[config.mk]
export PLATFORM = sky130hd
export DESIGN_NAME = ops_power_regs
export DESIGN_NICKNAME = d
export VERILOG_FILES = /design/src/logic/ops_pkg.sv /design/src/logic/ops_power_ramp.sv /design/src/logic/ops_power_regs.sv
export VERILOG_INCLUDE_DIRS = /design/src /design/src/logic
export SDC_FILE = /design/constraint.sdc
export NUM_CORES = 1
export LEC_CHECK = 0
export ABC_AREA = 0
export BUFFER_PORTS_ARGS = -buffer_cell sky130_fd_sc_hd__buf_2
export CAP_MARGIN = 5
export CORE_UTILIZATION = 33
export CTS_BUF_LIST = sky130_fd_sc_hd__clkbuf_4 sky130_fd_sc_hd__clkbuf_8
export CTS_CLUSTER_SIZE = 10
export DETAILED_ROUTE_END_ITERATION = 12
export GPL_ROUTABILITY_DRIVEN = 0
export PLACE_DENSITY = 0.48
export SYNTH_ARGS = -nofsm -noshare
export SYNTH_HDL_FRONTEND = slang
export SYNTH_SLANG_ARGS = --single-unit
[constraint.sdc]
create_clock -name sys_clk_i -period 4.45 [get_ports sys_clk_i]
set_clock_uncertainty 0.05 [all_clocks]
set_input_delay 0.2225 -clock sys_clk_i [delete_from_list [all_inputs] [get_ports sys_clk_i]]
set_output_delay 0.2225 -clock sys_clk_i [all_outputs]
set_load 0.01 [all_outputs]
[src/logic/ops_params.svh]
// constants of the optical power set-point register bank
`ifndef OPS_PARAMS_SVH
`define OPS_PARAMS_SVH
// register numbers
`define OPS_ADDR_PEND 8'h00
`define OPS_ADDR_CHAN 8'h30
`define OPS_ADDR_PWR 8'h31
`define OPS_ADDR_RESET_AND_OUTPUT_CONTROL 8'h32
// response status codes
`define OPS_ST_OK 8'h00
`define OPS_ST_XE 8'h01
`define OPS_ST_CP 8'h03
// error field codes
`define OPS_ERR_OK 4'h0
`define OPS_ERR_RNW 4'h1
`define OPS_ERR_RVE 4'h2
`define OPS_ERR_CIP 4'h4
`define OPS_ERR_EXF 4'h8
`define OPS_ERR_CIE 4'h9
// field positions
`define OPS_PEND_BIT 8
`define OPS_RE_HARD 0
`define OPS_RE_SOFT 1
`define OPS_RE_SOFTWARE_OUTPUT_ENABLE 3
// reset values
`define OPS_RESET_AND_OUTPUT_CONTROL_RST 16'h0000
`define OPS_CHAN_RST 16'h0000
`define OPS_PWR_RST 16'h03e8
// timing: ramp step interval in ns, cycles at 8 ns
`define OPS_RAMP_STEP_NS 1000
`define OPS_CLK_NS 8
`define OPS_RAMP_STEP_CYC (`OPS_RAMP_STEP_NS / `OPS_CLK_NS)
`endif

[src/logic/ops_pkg.sv]
// types of the optical power set-point register bank
package ops_pkg;
  typedef struct packed {
    logic wr;
    logic [7:0] addr;
    logic [15:0] data;
  } ops_cmd_t;
  typedef struct packed {
    logic [7:0] status;
    logic [7:0] addr;
    logic [15:0] data;
  } ops_rsp_t;
  typedef enum logic [0:0] {PS_IDLE, PS_BUSY} ops_pend_state_t;
endpackage : ops_pkg

[src/logic/ops_power_ramp.sv]
// output power ramp: steps the drive toward the set point in bounded increments
`timescale 1ns/1ns
`default_nettype none
`include "ops_params.svh"
module ops_power_ramp #(
  parameter int STEP = 50,
  parameter int STEP_CYC = `OPS_RAMP_STEP_CYC
) (
  input wire logic sys_clk_i,
  input wire logic sys_rst_i,
  input wire logic load_i,
  input wire logic signed [15:0] target_i,
  output logic signed [15:0] power_o,
  output logic busy_o
);
  import ops_pkg::*;
  generate
    if (STEP < 1 || STEP > 16'h7fff || STEP_CYC < 1 || STEP_CYC > 16'hffff) begin : g_bad
      $error("ops_power_ramp: step or interval out of range");
    end
  endgenerate
  logic signed [15:0] pwr_q, pwr_d;
  logic [15:0] cnt_q, cnt_d;
  logic signed [16:0] diff;
  // next drive value: move at most STEP per interval
  always_comb begin
    diff = 17'(target_i) - 17'(pwr_q);
    pwr_d = pwr_q;
    cnt_d = cnt_q;
    if (load_i) begin
      pwr_d = target_i;
      cnt_d = '0;
    end else if (diff != '0) begin
      if (cnt_q == 16'(STEP_CYC - 1)) begin
        cnt_d = '0;
        if (diff > 17'(STEP)) pwr_d = 16'(17'(pwr_q) + 17'(STEP));
        else if (diff < -17'(STEP)) pwr_d = 16'(17'(pwr_q) - 17'(STEP));
        else pwr_d = target_i;
      end else begin
        cnt_d = cnt_q + 16'h0001;
      end
    end
  end
  // drive registers
  always_ff @(posedge sys_clk_i) begin
    if (sys_rst_i) begin
      pwr_q <= 16'(`OPS_PWR_RST);
      cnt_q <= '0;
    end else begin
      pwr_q <= pwr_d;
      cnt_q <= cnt_d;
    end
  end
  assign power_o = pwr_q;
  assign busy_o = (pwr_q != target_i);
  property p_ramp_step;
    @(posedge sys_clk_i) disable iff (sys_rst_i)
    !load_i |=> ($signed(17'(power_o) - 17'($past(power_o))) <= 17'(STEP)) &&
                ($signed(17'(power_o) - 17'($past(power_o))) >= -17'(STEP));
  endproperty
  a_ramp_step: assert property (p_ramp_step) else $error("ramp step too large");
endmodule : ops_power_ramp
`default_nettype wire

[src/logic/ops_power_regs.sv]
// optical power set-point, reset/enable and pending-status register bank
// What this block does
// - service request line goes low when a pending operation fails, by default
// - a tune-starting write answers command-pending with the pending bit in data
// - a failed pending operation clears its bit and sets error field to 0x8
// - power set point at 0x31 is signed 16-bit, hundredths of a dBm
// - power write answers before the output reaches the new level
// - good power write echoes and updates; good read returns value, no effect
// - failed power access answers execution error, data zero, error field set
// - set point resets to a default, replaced by a stored non-volatile value
// - in-lock power change moves output within limits, never interrupting traffic
// - out-of-range power write is rejected with execution error
// - in-range power needing a traffic interruption is refused with that code
// - traffic interruption means loss of lock; in-lock power variation is fine
// - large old-to-new power change may raise the power warning alarm
// - write to 0x32 starts soft or hard reset, or gates the output
// - bit0 hard reset, bit1 soft reset, bit3 output enable; hard wins
// - output on only if pin high, enable set and no gated fatal condition
`timescale 1ns/1ns
`default_nettype none
`include "ops_params.svh"
module ops_power_regs #(
  parameter logic signed [15:0] PWR_DEFAULT = 16'(`OPS_PWR_RST),
  parameter logic signed [15:0] PWR_MIN = 16'h0000,
  parameter logic signed [15:0] PWR_MAX = 16'h07d0,
  parameter int LOCK_STEP_MAX = 300,
  parameter int WARN_THRESH = 200,
  parameter int RAMP_STEP = 50,
  parameter int RAMP_STEP_CYC = `OPS_RAMP_STEP_CYC
) (
  input wire logic sys_clk_i,
  input wire logic sys_rst_i,
  input wire logic cmd_valid_i,
  input wire ops_pkg::ops_cmd_t cmd_i,
  output logic rsp_valid_o,
  output var ops_pkg::ops_rsp_t rsp_o,
  input wire logic chan_locked_i,
  output logic tune_req_o,
  output logic [15:0] tune_chan_o,
  input wire logic tune_done_i,
  input wire logic tune_fail_i,
  input wire logic srq_on_fail_i,
  input wire logic nv_pwr_valid_i,
  input wire logic signed [15:0] nv_pwr_i,
  input wire logic pin_output_inhibit_n_i,
  input wire logic fatal_active_i,
  input wire logic shutdown_on_fatal_i,
  output logic service_request_line_n_o,
  output logic optical_output_en_o,
  output logic hard_reset_o,
  output logic soft_reset_o,
  output logic signed [15:0] power_drive_o,
  output logic power_warning_alarm_o
);
  import ops_pkg::*;
  generate
    if (PWR_MIN > PWR_MAX || LOCK_STEP_MAX < 1 || WARN_THRESH < 0) begin : g_bad
      $error("ops_power_regs: bad power limits");
    end
  endgenerate

  // absolute difference of two signed set points
  function automatic logic [16:0] abs_diff(logic signed [15:0] a, logic signed [15:0] b);
    logic signed [16:0] d;
    d = 17'(a) - 17'(b);
    return d[16] ? 17'(-d) : 17'(d);
  endfunction : abs_diff

  ops_pend_state_t pend_q, pend_d;
  logic signed [15:0] pwr_q, pwr_d;
  logic [15:0] chan_q, chan_d;
  logic [3:0] err_q, err_d;
  logic software_output_enable_q, software_output_enable_d, srq_q, srq_d, warn_q, warn_d, init_q, init_d;
  logic hard_q, hard_d, soft_q, soft_d, treq_q, treq_d, rv_q, rv_d;
  ops_rsp_t rsp_q, rsp_d;
  logic pin_s1_q, pin_s2_q;
  logic ramp_busy;
  logic wr, rd;
  logic signed [15:0] wdat;

  assign wr = cmd_valid_i & cmd_i.wr;
  assign rd = cmd_valid_i & ~cmd_i.wr;
  assign wdat = cmd_i.data;

  // output-inhibit pin synchroniser
  always_ff @(posedge sys_clk_i) begin
    if (sys_rst_i) begin
      pin_s1_q <= 1'b0;
      pin_s2_q <= 1'b0;
    end else begin
      pin_s1_q <= pin_output_inhibit_n_i;
      pin_s2_q <= pin_s1_q;
    end
  end

  // command decode, pending tracking and control bits
  always_comb begin
    pend_d = pend_q;
    pwr_d = pwr_q;
    chan_d = chan_q;
    err_d = err_q;
    software_output_enable_d = software_output_enable_q;
    srq_d = srq_q;
    warn_d = warn_q;
    init_d = 1'b0;
    hard_d = 1'b0;
    soft_d = 1'b0;
    treq_d = 1'b0;
    rv_d = cmd_valid_i;
    rsp_d = '{status: `OPS_ST_OK, addr: cmd_i.addr, data: 16'h0000};
    // load set point after reset: stored value over built-in default
    if (init_q) pwr_d = nv_pwr_valid_i ? nv_pwr_i : PWR_DEFAULT;
    // reset actions requested one cycle earlier, after their answer
    if (soft_q) err_d = `OPS_ERR_OK;
    if (hard_q) begin
      init_d = 1'b1;
      software_output_enable_d = 1'b0;
      err_d = `OPS_ERR_OK;
      pend_d = PS_IDLE;
      srq_d = 1'b0;
    end
    if (warn_q && !ramp_busy) warn_d = 1'b0;
    unique case (cmd_i.addr)
      `OPS_ADDR_PEND: begin
        if (wr) begin
          rsp_d.status = `OPS_ST_XE;
          err_d = `OPS_ERR_RNW;
        end else if (rd) begin
          rsp_d.data = {7'h00, pend_q == PS_BUSY, 4'h0, err_q};
          srq_d = 1'b0;
        end
      end
      `OPS_ADDR_CHAN: begin
        if (wr && pend_q == PS_BUSY) begin
          rsp_d.status = `OPS_ST_XE;
          err_d = `OPS_ERR_CIP;
        end else if (wr && cmd_i.data == 16'h0000) begin
          rsp_d.status = `OPS_ST_XE;
          err_d = `OPS_ERR_RVE;
        end else if (wr) begin
          chan_d = cmd_i.data;
          treq_d = 1'b1;
          pend_d = PS_BUSY;
          rsp_d.status = `OPS_ST_CP;
          rsp_d.data = 16'h0001 << `OPS_PEND_BIT;
        end else begin
          rsp_d.data = chan_q;
        end
      end
      `OPS_ADDR_PWR: begin
        if (wr && pend_q == PS_BUSY) begin
          rsp_d.status = `OPS_ST_XE;
          err_d = `OPS_ERR_CIP;
        end else if (wr && (wdat < PWR_MIN || wdat > PWR_MAX)) begin
          rsp_d.status = `OPS_ST_XE;
          err_d = `OPS_ERR_RVE;
        end else if (wr && chan_locked_i &&
                     abs_diff(wdat, power_drive_o) > 17'(LOCK_STEP_MAX)) begin
          // a step this large would unlock the channel
          rsp_d.status = `OPS_ST_XE;
          err_d = `OPS_ERR_CIE;
        end else if (wr) begin
          pwr_d = wdat;
          rsp_d.data = cmd_i.data;
          if (abs_diff(wdat, pwr_q) > 17'(WARN_THRESH)) warn_d = 1'b1;
        end else begin
          rsp_d.data = pwr_q;
        end
      end
      `OPS_ADDR_RESET_AND_OUTPUT_CONTROL: begin
        if (wr) begin
          hard_d = cmd_i.data[`OPS_RE_HARD];
          soft_d = cmd_i.data[`OPS_RE_SOFT] & ~cmd_i.data[`OPS_RE_HARD];
          software_output_enable_d = cmd_i.data[`OPS_RE_SOFTWARE_OUTPUT_ENABLE];
          rsp_d.data = cmd_i.data;
        end else begin
          rsp_d.data = 16'(software_output_enable_q) << `OPS_RE_SOFTWARE_OUTPUT_ENABLE;
        end
      end
      default: begin
        if (cmd_valid_i) begin
          rsp_d.status = `OPS_ST_XE;
          err_d = `OPS_ERR_RVE;
        end
      end
    endcase
    if (!cmd_valid_i) rsp_d = '0;
    // pending operation end; a failure wins over a same-cycle soft reset or status read, but not over a hard reset
    if (pend_q == PS_BUSY && !hard_q && (tune_done_i || tune_fail_i)) begin
      pend_d = PS_IDLE;
      if (tune_fail_i) begin
        err_d = `OPS_ERR_EXF;
        if (srq_on_fail_i) srq_d = 1'b1;
      end
    end
    // low pin latches the software enable off
    if (!pin_s2_q) software_output_enable_d = 1'b0;
  end

  // register update
  always_ff @(posedge sys_clk_i) begin
    if (sys_rst_i) begin
      pend_q <= PS_IDLE;
      pwr_q <= PWR_DEFAULT;
      chan_q <= `OPS_CHAN_RST;
      err_q <= `OPS_ERR_OK;
      software_output_enable_q <= 1'(`OPS_RESET_AND_OUTPUT_CONTROL_RST >> `OPS_RE_SOFTWARE_OUTPUT_ENABLE);
      srq_q <= 1'b0;
      warn_q <= 1'b0;
      init_q <= 1'b1;
      hard_q <= 1'b0;
      soft_q <= 1'b0;
      treq_q <= 1'b0;
      rv_q <= 1'b0;
      rsp_q <= '0;
    end else begin
      pend_q <= pend_d;
      pwr_q <= pwr_d;
      chan_q <= chan_d;
      err_q <= err_d;
      software_output_enable_q <= software_output_enable_d;
      srq_q <= srq_d;
      warn_q <= warn_d;
      init_q <= init_d;
      hard_q <= hard_d;
      soft_q <= soft_d;
      treq_q <= treq_d;
      rv_q <= rv_d;
      rsp_q <= rsp_d;
    end
  end

  // output power follows the set point gradually
  ops_power_ramp #(.STEP(RAMP_STEP), .STEP_CYC(RAMP_STEP_CYC)) u_ramp (
    .sys_clk_i(sys_clk_i),
    .sys_rst_i(sys_rst_i),
    .load_i(init_q),
    .target_i(pwr_q),
    .power_o(power_drive_o),
    .busy_o(ramp_busy)
  );

  // outputs
  assign rsp_valid_o = rv_q;
  assign rsp_o = rsp_q;
  assign tune_req_o = treq_q;
  assign tune_chan_o = chan_q;
  assign hard_reset_o = hard_q;
  assign soft_reset_o = soft_q;
  assign service_request_line_n_o = ~srq_q;
  assign power_warning_alarm_o = warn_q;
  assign optical_output_en_o = pin_s2_q & software_output_enable_q & ~(fatal_active_i & shutdown_on_fatal_i);

  property p_rsp_next;
    @(posedge sys_clk_i) disable iff (sys_rst_i) cmd_valid_i |=> rsp_valid_o;
  endproperty
  a_rsp_next: assert property (p_rsp_next) else $error("no answer next cycle");
  property p_xe_zero;
    @(posedge sys_clk_i) disable iff (sys_rst_i)
    rsp_valid_o && rsp_o.status == `OPS_ST_XE |-> rsp_o.data == 16'h0000 && err_q != 4'h0;
  endproperty
  a_xe_zero: assert property (p_xe_zero) else $error("error answer carries data");
  property p_tune_cp;
    @(posedge sys_clk_i) disable iff (sys_rst_i)
    wr && cmd_i.addr == `OPS_ADDR_CHAN && pend_q == PS_IDLE && cmd_i.data != 16'h0000 && !hard_q
    |=> rsp_o.status == `OPS_ST_CP && rsp_o.data == 16'h0100 && tune_req_o;
  endproperty
  a_tune_cp: assert property (p_tune_cp) else $error("tune not answered pending");
  property p_fail;
    @(posedge sys_clk_i) disable iff (sys_rst_i)
    pend_q == PS_BUSY && tune_fail_i && !hard_q |=> pend_q == PS_IDLE && err_q == 4'h8;
  endproperty
  a_fail: assert property (p_fail) else $error("failure not reported");
  property p_srq;
    @(posedge sys_clk_i) disable iff (sys_rst_i)
    pend_q == PS_BUSY && tune_fail_i && srq_on_fail_i && !hard_q |=> !service_request_line_n_o;
  endproperty
  a_srq: assert property (p_srq) else $error("service request not raised");
  property p_reject_keep;
    @(posedge sys_clk_i) disable iff (sys_rst_i)
    wr && cmd_i.addr == `OPS_ADDR_PWR && !init_q ##1 rsp_o.status == `OPS_ST_XE
    |-> pwr_q == $past(pwr_q);
  endproperty
  a_reject_keep: assert property (p_reject_keep) else $error("rejected write changed set point");
  property p_range;
    @(posedge sys_clk_i) disable iff (sys_rst_i)
    wr && cmd_i.addr == `OPS_ADDR_PWR && (wdat > PWR_MAX || wdat < PWR_MIN)
    |=> rsp_o.status == `OPS_ST_XE;
  endproperty
  a_range: assert property (p_range) else $error("out-of-range power accepted");
  property p_hard_wins;
    @(posedge sys_clk_i) disable iff (sys_rst_i)
    wr && cmd_i.addr == `OPS_ADDR_RESET_AND_OUTPUT_CONTROL && cmd_i.data[1:0] == 2'b11 |=> hard_reset_o && !soft_reset_o;
  endproperty
  a_hard_wins: assert property (p_hard_wins) else $error("soft reset beat hard reset");
  property p_out_en;
    @(posedge sys_clk_i) disable iff (sys_rst_i)
    optical_output_en_o |-> software_output_enable_q && pin_s2_q && !(fatal_active_i && shutdown_on_fatal_i);
  endproperty
  a_out_en: assert property (p_out_en) else $error("output on while disabled");
  property p_pend_rd;
    @(posedge sys_clk_i) disable iff (sys_rst_i)
    rd && cmd_i.addr == `OPS_ADDR_PEND && pend_q == PS_BUSY |=> rsp_o.data[8];
  endproperty
  a_pend_rd: assert property (p_pend_rd) else $error("pending bit lost");
  property p_pwr_rd;
    @(posedge sys_clk_i) disable iff (sys_rst_i)
    rd && cmd_i.addr == `OPS_ADDR_PWR |=> rsp_o.status == `OPS_ST_OK && rsp_o.data == pwr_q;
  endproperty
  a_pwr_rd: assert property (p_pwr_rd) else $error("set point read wrong");
  c_tune_fail: cover property (@(posedge sys_clk_i) disable iff (sys_rst_i)
    pend_q == PS_BUSY && tune_fail_i);
  c_cie: cover property (@(posedge sys_clk_i) disable iff (sys_rst_i)
    rsp_valid_o && rsp_o.status == `OPS_ST_XE && err_q == `OPS_ERR_CIE);
  c_warn: cover property (@(posedge sys_clk_i) disable iff (sys_rst_i)
    power_warning_alarm_o ##1 !power_warning_alarm_o);
endmodule : ops_power_regs
`default_nettype wire

==> metrics <==
number of buffer cells added on primary ports=116; clock-pin slew on the worst setup and hold paths=120 ps; leading register cell type out of synthesis=sky130_fd_sc_hd__dfxtp_1; launching element type of the critical path=flip-flop; most common cell in the synthesized netlist=sky130_fd_sc_hd__nand2_1; H-tree lvl count=3; Final Power=0.00276 W; Fin. Hold Viols=0; actual slew at the worst max-slew pin=974 ps; cell type with the largest total area after synthesis=sky130_fd_sc_hd__dfxtp_1; area added between synthesis and finish=17.8%; Total Negative Setup Slacks=0 ps; maximum fanout encountered on the critical timing path=24; Die Span Y=169 µm; timing-limited maximum frequency=236 MHz; total clock sinks=105; wire per inst=20.1 µm; number of DRC violations after detailed routing=0; run status=complete, no violations; Yosys warning total=0; Filler Cells Inserted=2862; post-DP HPWL=27.0 mm; global router's overall resource usage=0.240; endpoints failing setup=0; Diodes inserted=0; share of synthesized flip-flops with an asynchronous set or reset=0; standby leakage power=4.51 nW; Required @ worst endpoint=4740 ps; number of I/O pins=123; Worst path slowest cell=sky130_fd_sc_hd__or4_1; post-synthesis instance total=1228; total wire length after detailed routing=35.0 mm; post-synth cell types=90; worst vdd rail ir drop=0.000127 V; number of design-rule violations left by the first detailed-router iteration=919; Antenna Nets Post-Route=0; die outline width=169 µm; cell area after technology mapping=9170 µm²; combined buffer and inverter count along the critical path=1; count of flip-flops with a built-in enable after synthesis=0; via-per-instance ratio=5.70; family with the most delay on the worst path=compound AO/OA/AOI/OAI gates; pin count of the biggest net entering global routing=45; CTS tree=yes; number of detailed-route iterations in the first pass=9; standard-cell row count=60; TritonCTS buffer count=9; overall die area=28500 µm²; Yosys reg bits=105; number of global-route vias before repair=8948; Core Region=27100 µm²; Critical Setup Path Class=reg2reg; Avg Synthesized Cell Area=7.47 µm²; antenna violations before repair=0; Layout Nets=1472; logic depth of the worst register-to-register path=15; global-route wire length before repair=52.7 mm; ratio of cells with drive above 1 in the final layout=0.171; part of the Yosys area used for sequential elements=0.229; critical hold path startpoint=tune_done_i; master cell of the clock root buffer=sky130_fd_sc_hd__clkbuf_8; register area=2100 µm²; Overflow after GRT=0; hold worst-path end=pend_q$_SDFF_PP0_; setup repair after global routing missed its margin=no; crit path time final=4230 ps; power density relative to cell area=256 nW/µm²; Arr. time, crit path=4520 ps; Max Slew Vio Count=0; maximum number of buffers from clock root to sink=2; hold-critical path depth=3; area of combinational cells with multiple inputs=6610 µm²; reg-to-reg startpoint=u_ramp.power_o[0]$_SDFFE_PP0P_; CP Cell Sequence=ha_1 -> fa_1 -> nand2b_2 -> a211oi_4 -> o211ai_2 -> o21a_1 -> a221o_1 -> or4_1 -> o21ai_1 -> a211o_2 -> nand4_4 -> a211o_1 -> buf_6 -> a21o_1 -> a31oi_1; Slew headroom=0.349; maximum cell stage delay along the critical path=500 ps; Worst setup EP type=flip-flop; starting density of the core=0.338; insertion delay to the later sink of the worst-skew pair=400 ps; share of the synthesized area in the top cell type=0.229; FF-to-FF End=rsp_o[8]$_SDFF_PP0_; DR vias=9923; Final period util=0.951; max-cap violation count=0; worst hold path class=in2reg; leading cell types by count after synthesis=111 x sky130_fd_sc_hd__nand2_1, 105 x sky130_fd_sc_hd__dfxtp_1, 104 x sky130_fd_sc_hd__nor2_1, 92 x sky130_fd_sc_hd__a21oi_1, 69 x sky130_fd_sc_hd__inv_1; reg2reg setup slack=220 ps; largest cells by area after synthesis=sky130_fd_sc_hd__dfxtp_1 23%, sky130_fd_sc_hd__ha_1 7.4%, sky130_fd_sc_hd__a21oi_1 5.0%, sky130_fd_sc_hd__nand2_1 4.5%, sky130_fd_sc_hd__nor2_1 4.3%
## final cells by class
cell class              instances  area share
clock buffers                   9      0.0115
well taps                     372      0.0431
flip-flops and latches        105       0.195
repair buffers                186       0.107
inverters                      69      0.0240
clock inverters                 7     0.00891
multi-input cells             992       0.611
## cell usage in the layout (no fill, tap or decap), types with 23 or more instances in the layout
| master | count |
|---|---|
| sky130_fd_sc_hd__xnor2_1 | 25 |
| sky130_fd_sc_hd__inv_1 | 69 |
| sky130_fd_sc_hd__nand3_1 | 33 |
| sky130_fd_sc_hd__buf_2 | 116 |
| sky130_fd_sc_hd__a21o_1 | 27 |
| sky130_fd_sc_hd__nor3_1 | 32 |
| sky130_fd_sc_hd__a21oi_1 | 92 |
| sky130_fd_sc_hd__and2_1 | 28 |
| sky130_fd_sc_hd__ha_1 | 52 |
| sky130_fd_sc_hd__nand2_1 | 111 |
| sky130_fd_sc_hd__buf_4 | 55 |
| sky130_fd_sc_hd__o22ai_1 | 28 |
| sky130_fd_sc_hd__nor2_1 | 103 |
| sky130_fd_sc_hd__dfxtp_1 | 104 |
| sky130_fd_sc_hd__mux2i_1 | 25 |
| sky130_fd_sc_hd__o21ai_0 | 57 |
| sky130_fd_sc_hd__o211ai_1 | 23 |
| sky130_fd_sc_hd__and3_1 | 25 |
## what timing repair did
action | 4_1_cts | 5_1_grt
setup endpoints to repair | 0 | 27
resized for setup | 0 | 16
endpoints found under the hold margin | 13 | 0
hold buffers | 13 | 0
buffers inserted | 0 | 1
## registers in the layout, summed over array words and instances (netlist names), 4 cells and up
name and flops:
err_q 4, pwr_q 16, rsp_o 26, tune_chan_o 16, u_ramp.cnt_q 16, u_ramp.power_o 16
## worst max path at each step
stage / start / to / slack [ps] / cells past startpoint
5_1_grt: u_ramp.power_o[0]$_SDFFE_PP0P_ / rsp_o[8]$_SDFF_PP0_ / 10 / 15
3_5_place_dp: cmd_i[0] / power_warning_alarm_o$_SDFF_PP0_ / 180 / 17
3_3_place_gp: cmd_i[0] / power_warning_alarm_o$_SDFF_PP0_ / 110 / 17
2_1_floorplan: u_ramp.power_o[11]$_SDFFE_PP0P_ / rsp_o[9]$_SDFF_PP0_ / 530 / 17
4_1_cts: u_ramp.power_o[9]$_SDFFE_PP1P_ / rsp_o[8]$_SDFF_PP0_ / 140 / 15
6_report: u_ramp.power_o[0]$_SDFFE_PP0P_ / rsp_o[8]$_SDFF_PP0_ / 220 / 15
## through the flow
stage	hold slack, ps	worst slack [ps]	std cells	area (µm²)	util
2_1_floorplan	251	533	1233	9190	-
3_3_place_gp	371	114	1710	10400	0.383
3_5_place_dp	380	180	1710	10400	0.383
4_1_cts	1.08	141	1739	10700	0.396
5_1_grt	29.0	13.8	1740	10800	0.399
6_report	26.0	220	1740	10800	0.399
## layer usage
layer / up-vias / GRT usage / wire length, µm
met5: - / 0 / 0
met4: 0 / 0.0771 / 913
met3: 52 / 0.0304 / 1890
met2: 367 / 0.388 / 15700
met1: 4665 / 0.330 / 16500
li1: 4839 / - / -
## cells by family (layout without fill, tap and decap cells)
| group | Yosys count | after routing | share of synthesized area |
|---|---|---|---|
| compound gates | 408 | 408 | 0.306 |
| xor+xnor | 40 | 40 | 0.0382 |
| fa+ha+maj | 57 | 57 | 0.0802 |
| flops | 105 | 105 | 0.229 |
| other cells | 1 | 6 | 0.000409 |
| buf+inv | 136 | 271 | 0.0611 |
| mux | 26 | 26 | 0.0285 |
| simple gates | 455 | 455 | 0.256 |
## report_power, final
group	switching [W]	total, W	internal, W	leakage [nW]
clock	0.000414	0.000691	0.000276	0.111
combinational	0.000660	0.00110	0.000435	3.55
sequential	0.0000185	0.000978	0.000959	0.853
total	0.00109	0.00276	0.00167	4.51
## worst min-delay path, cell delays in order
cell and delay (ps):
sky130_fd_sc_hd__buf_2 80, sky130_fd_sc_hd__or3b_2 90, sky130_fd_sc_hd__a21oi_1 50
Power figures use the tool's default switching activity.
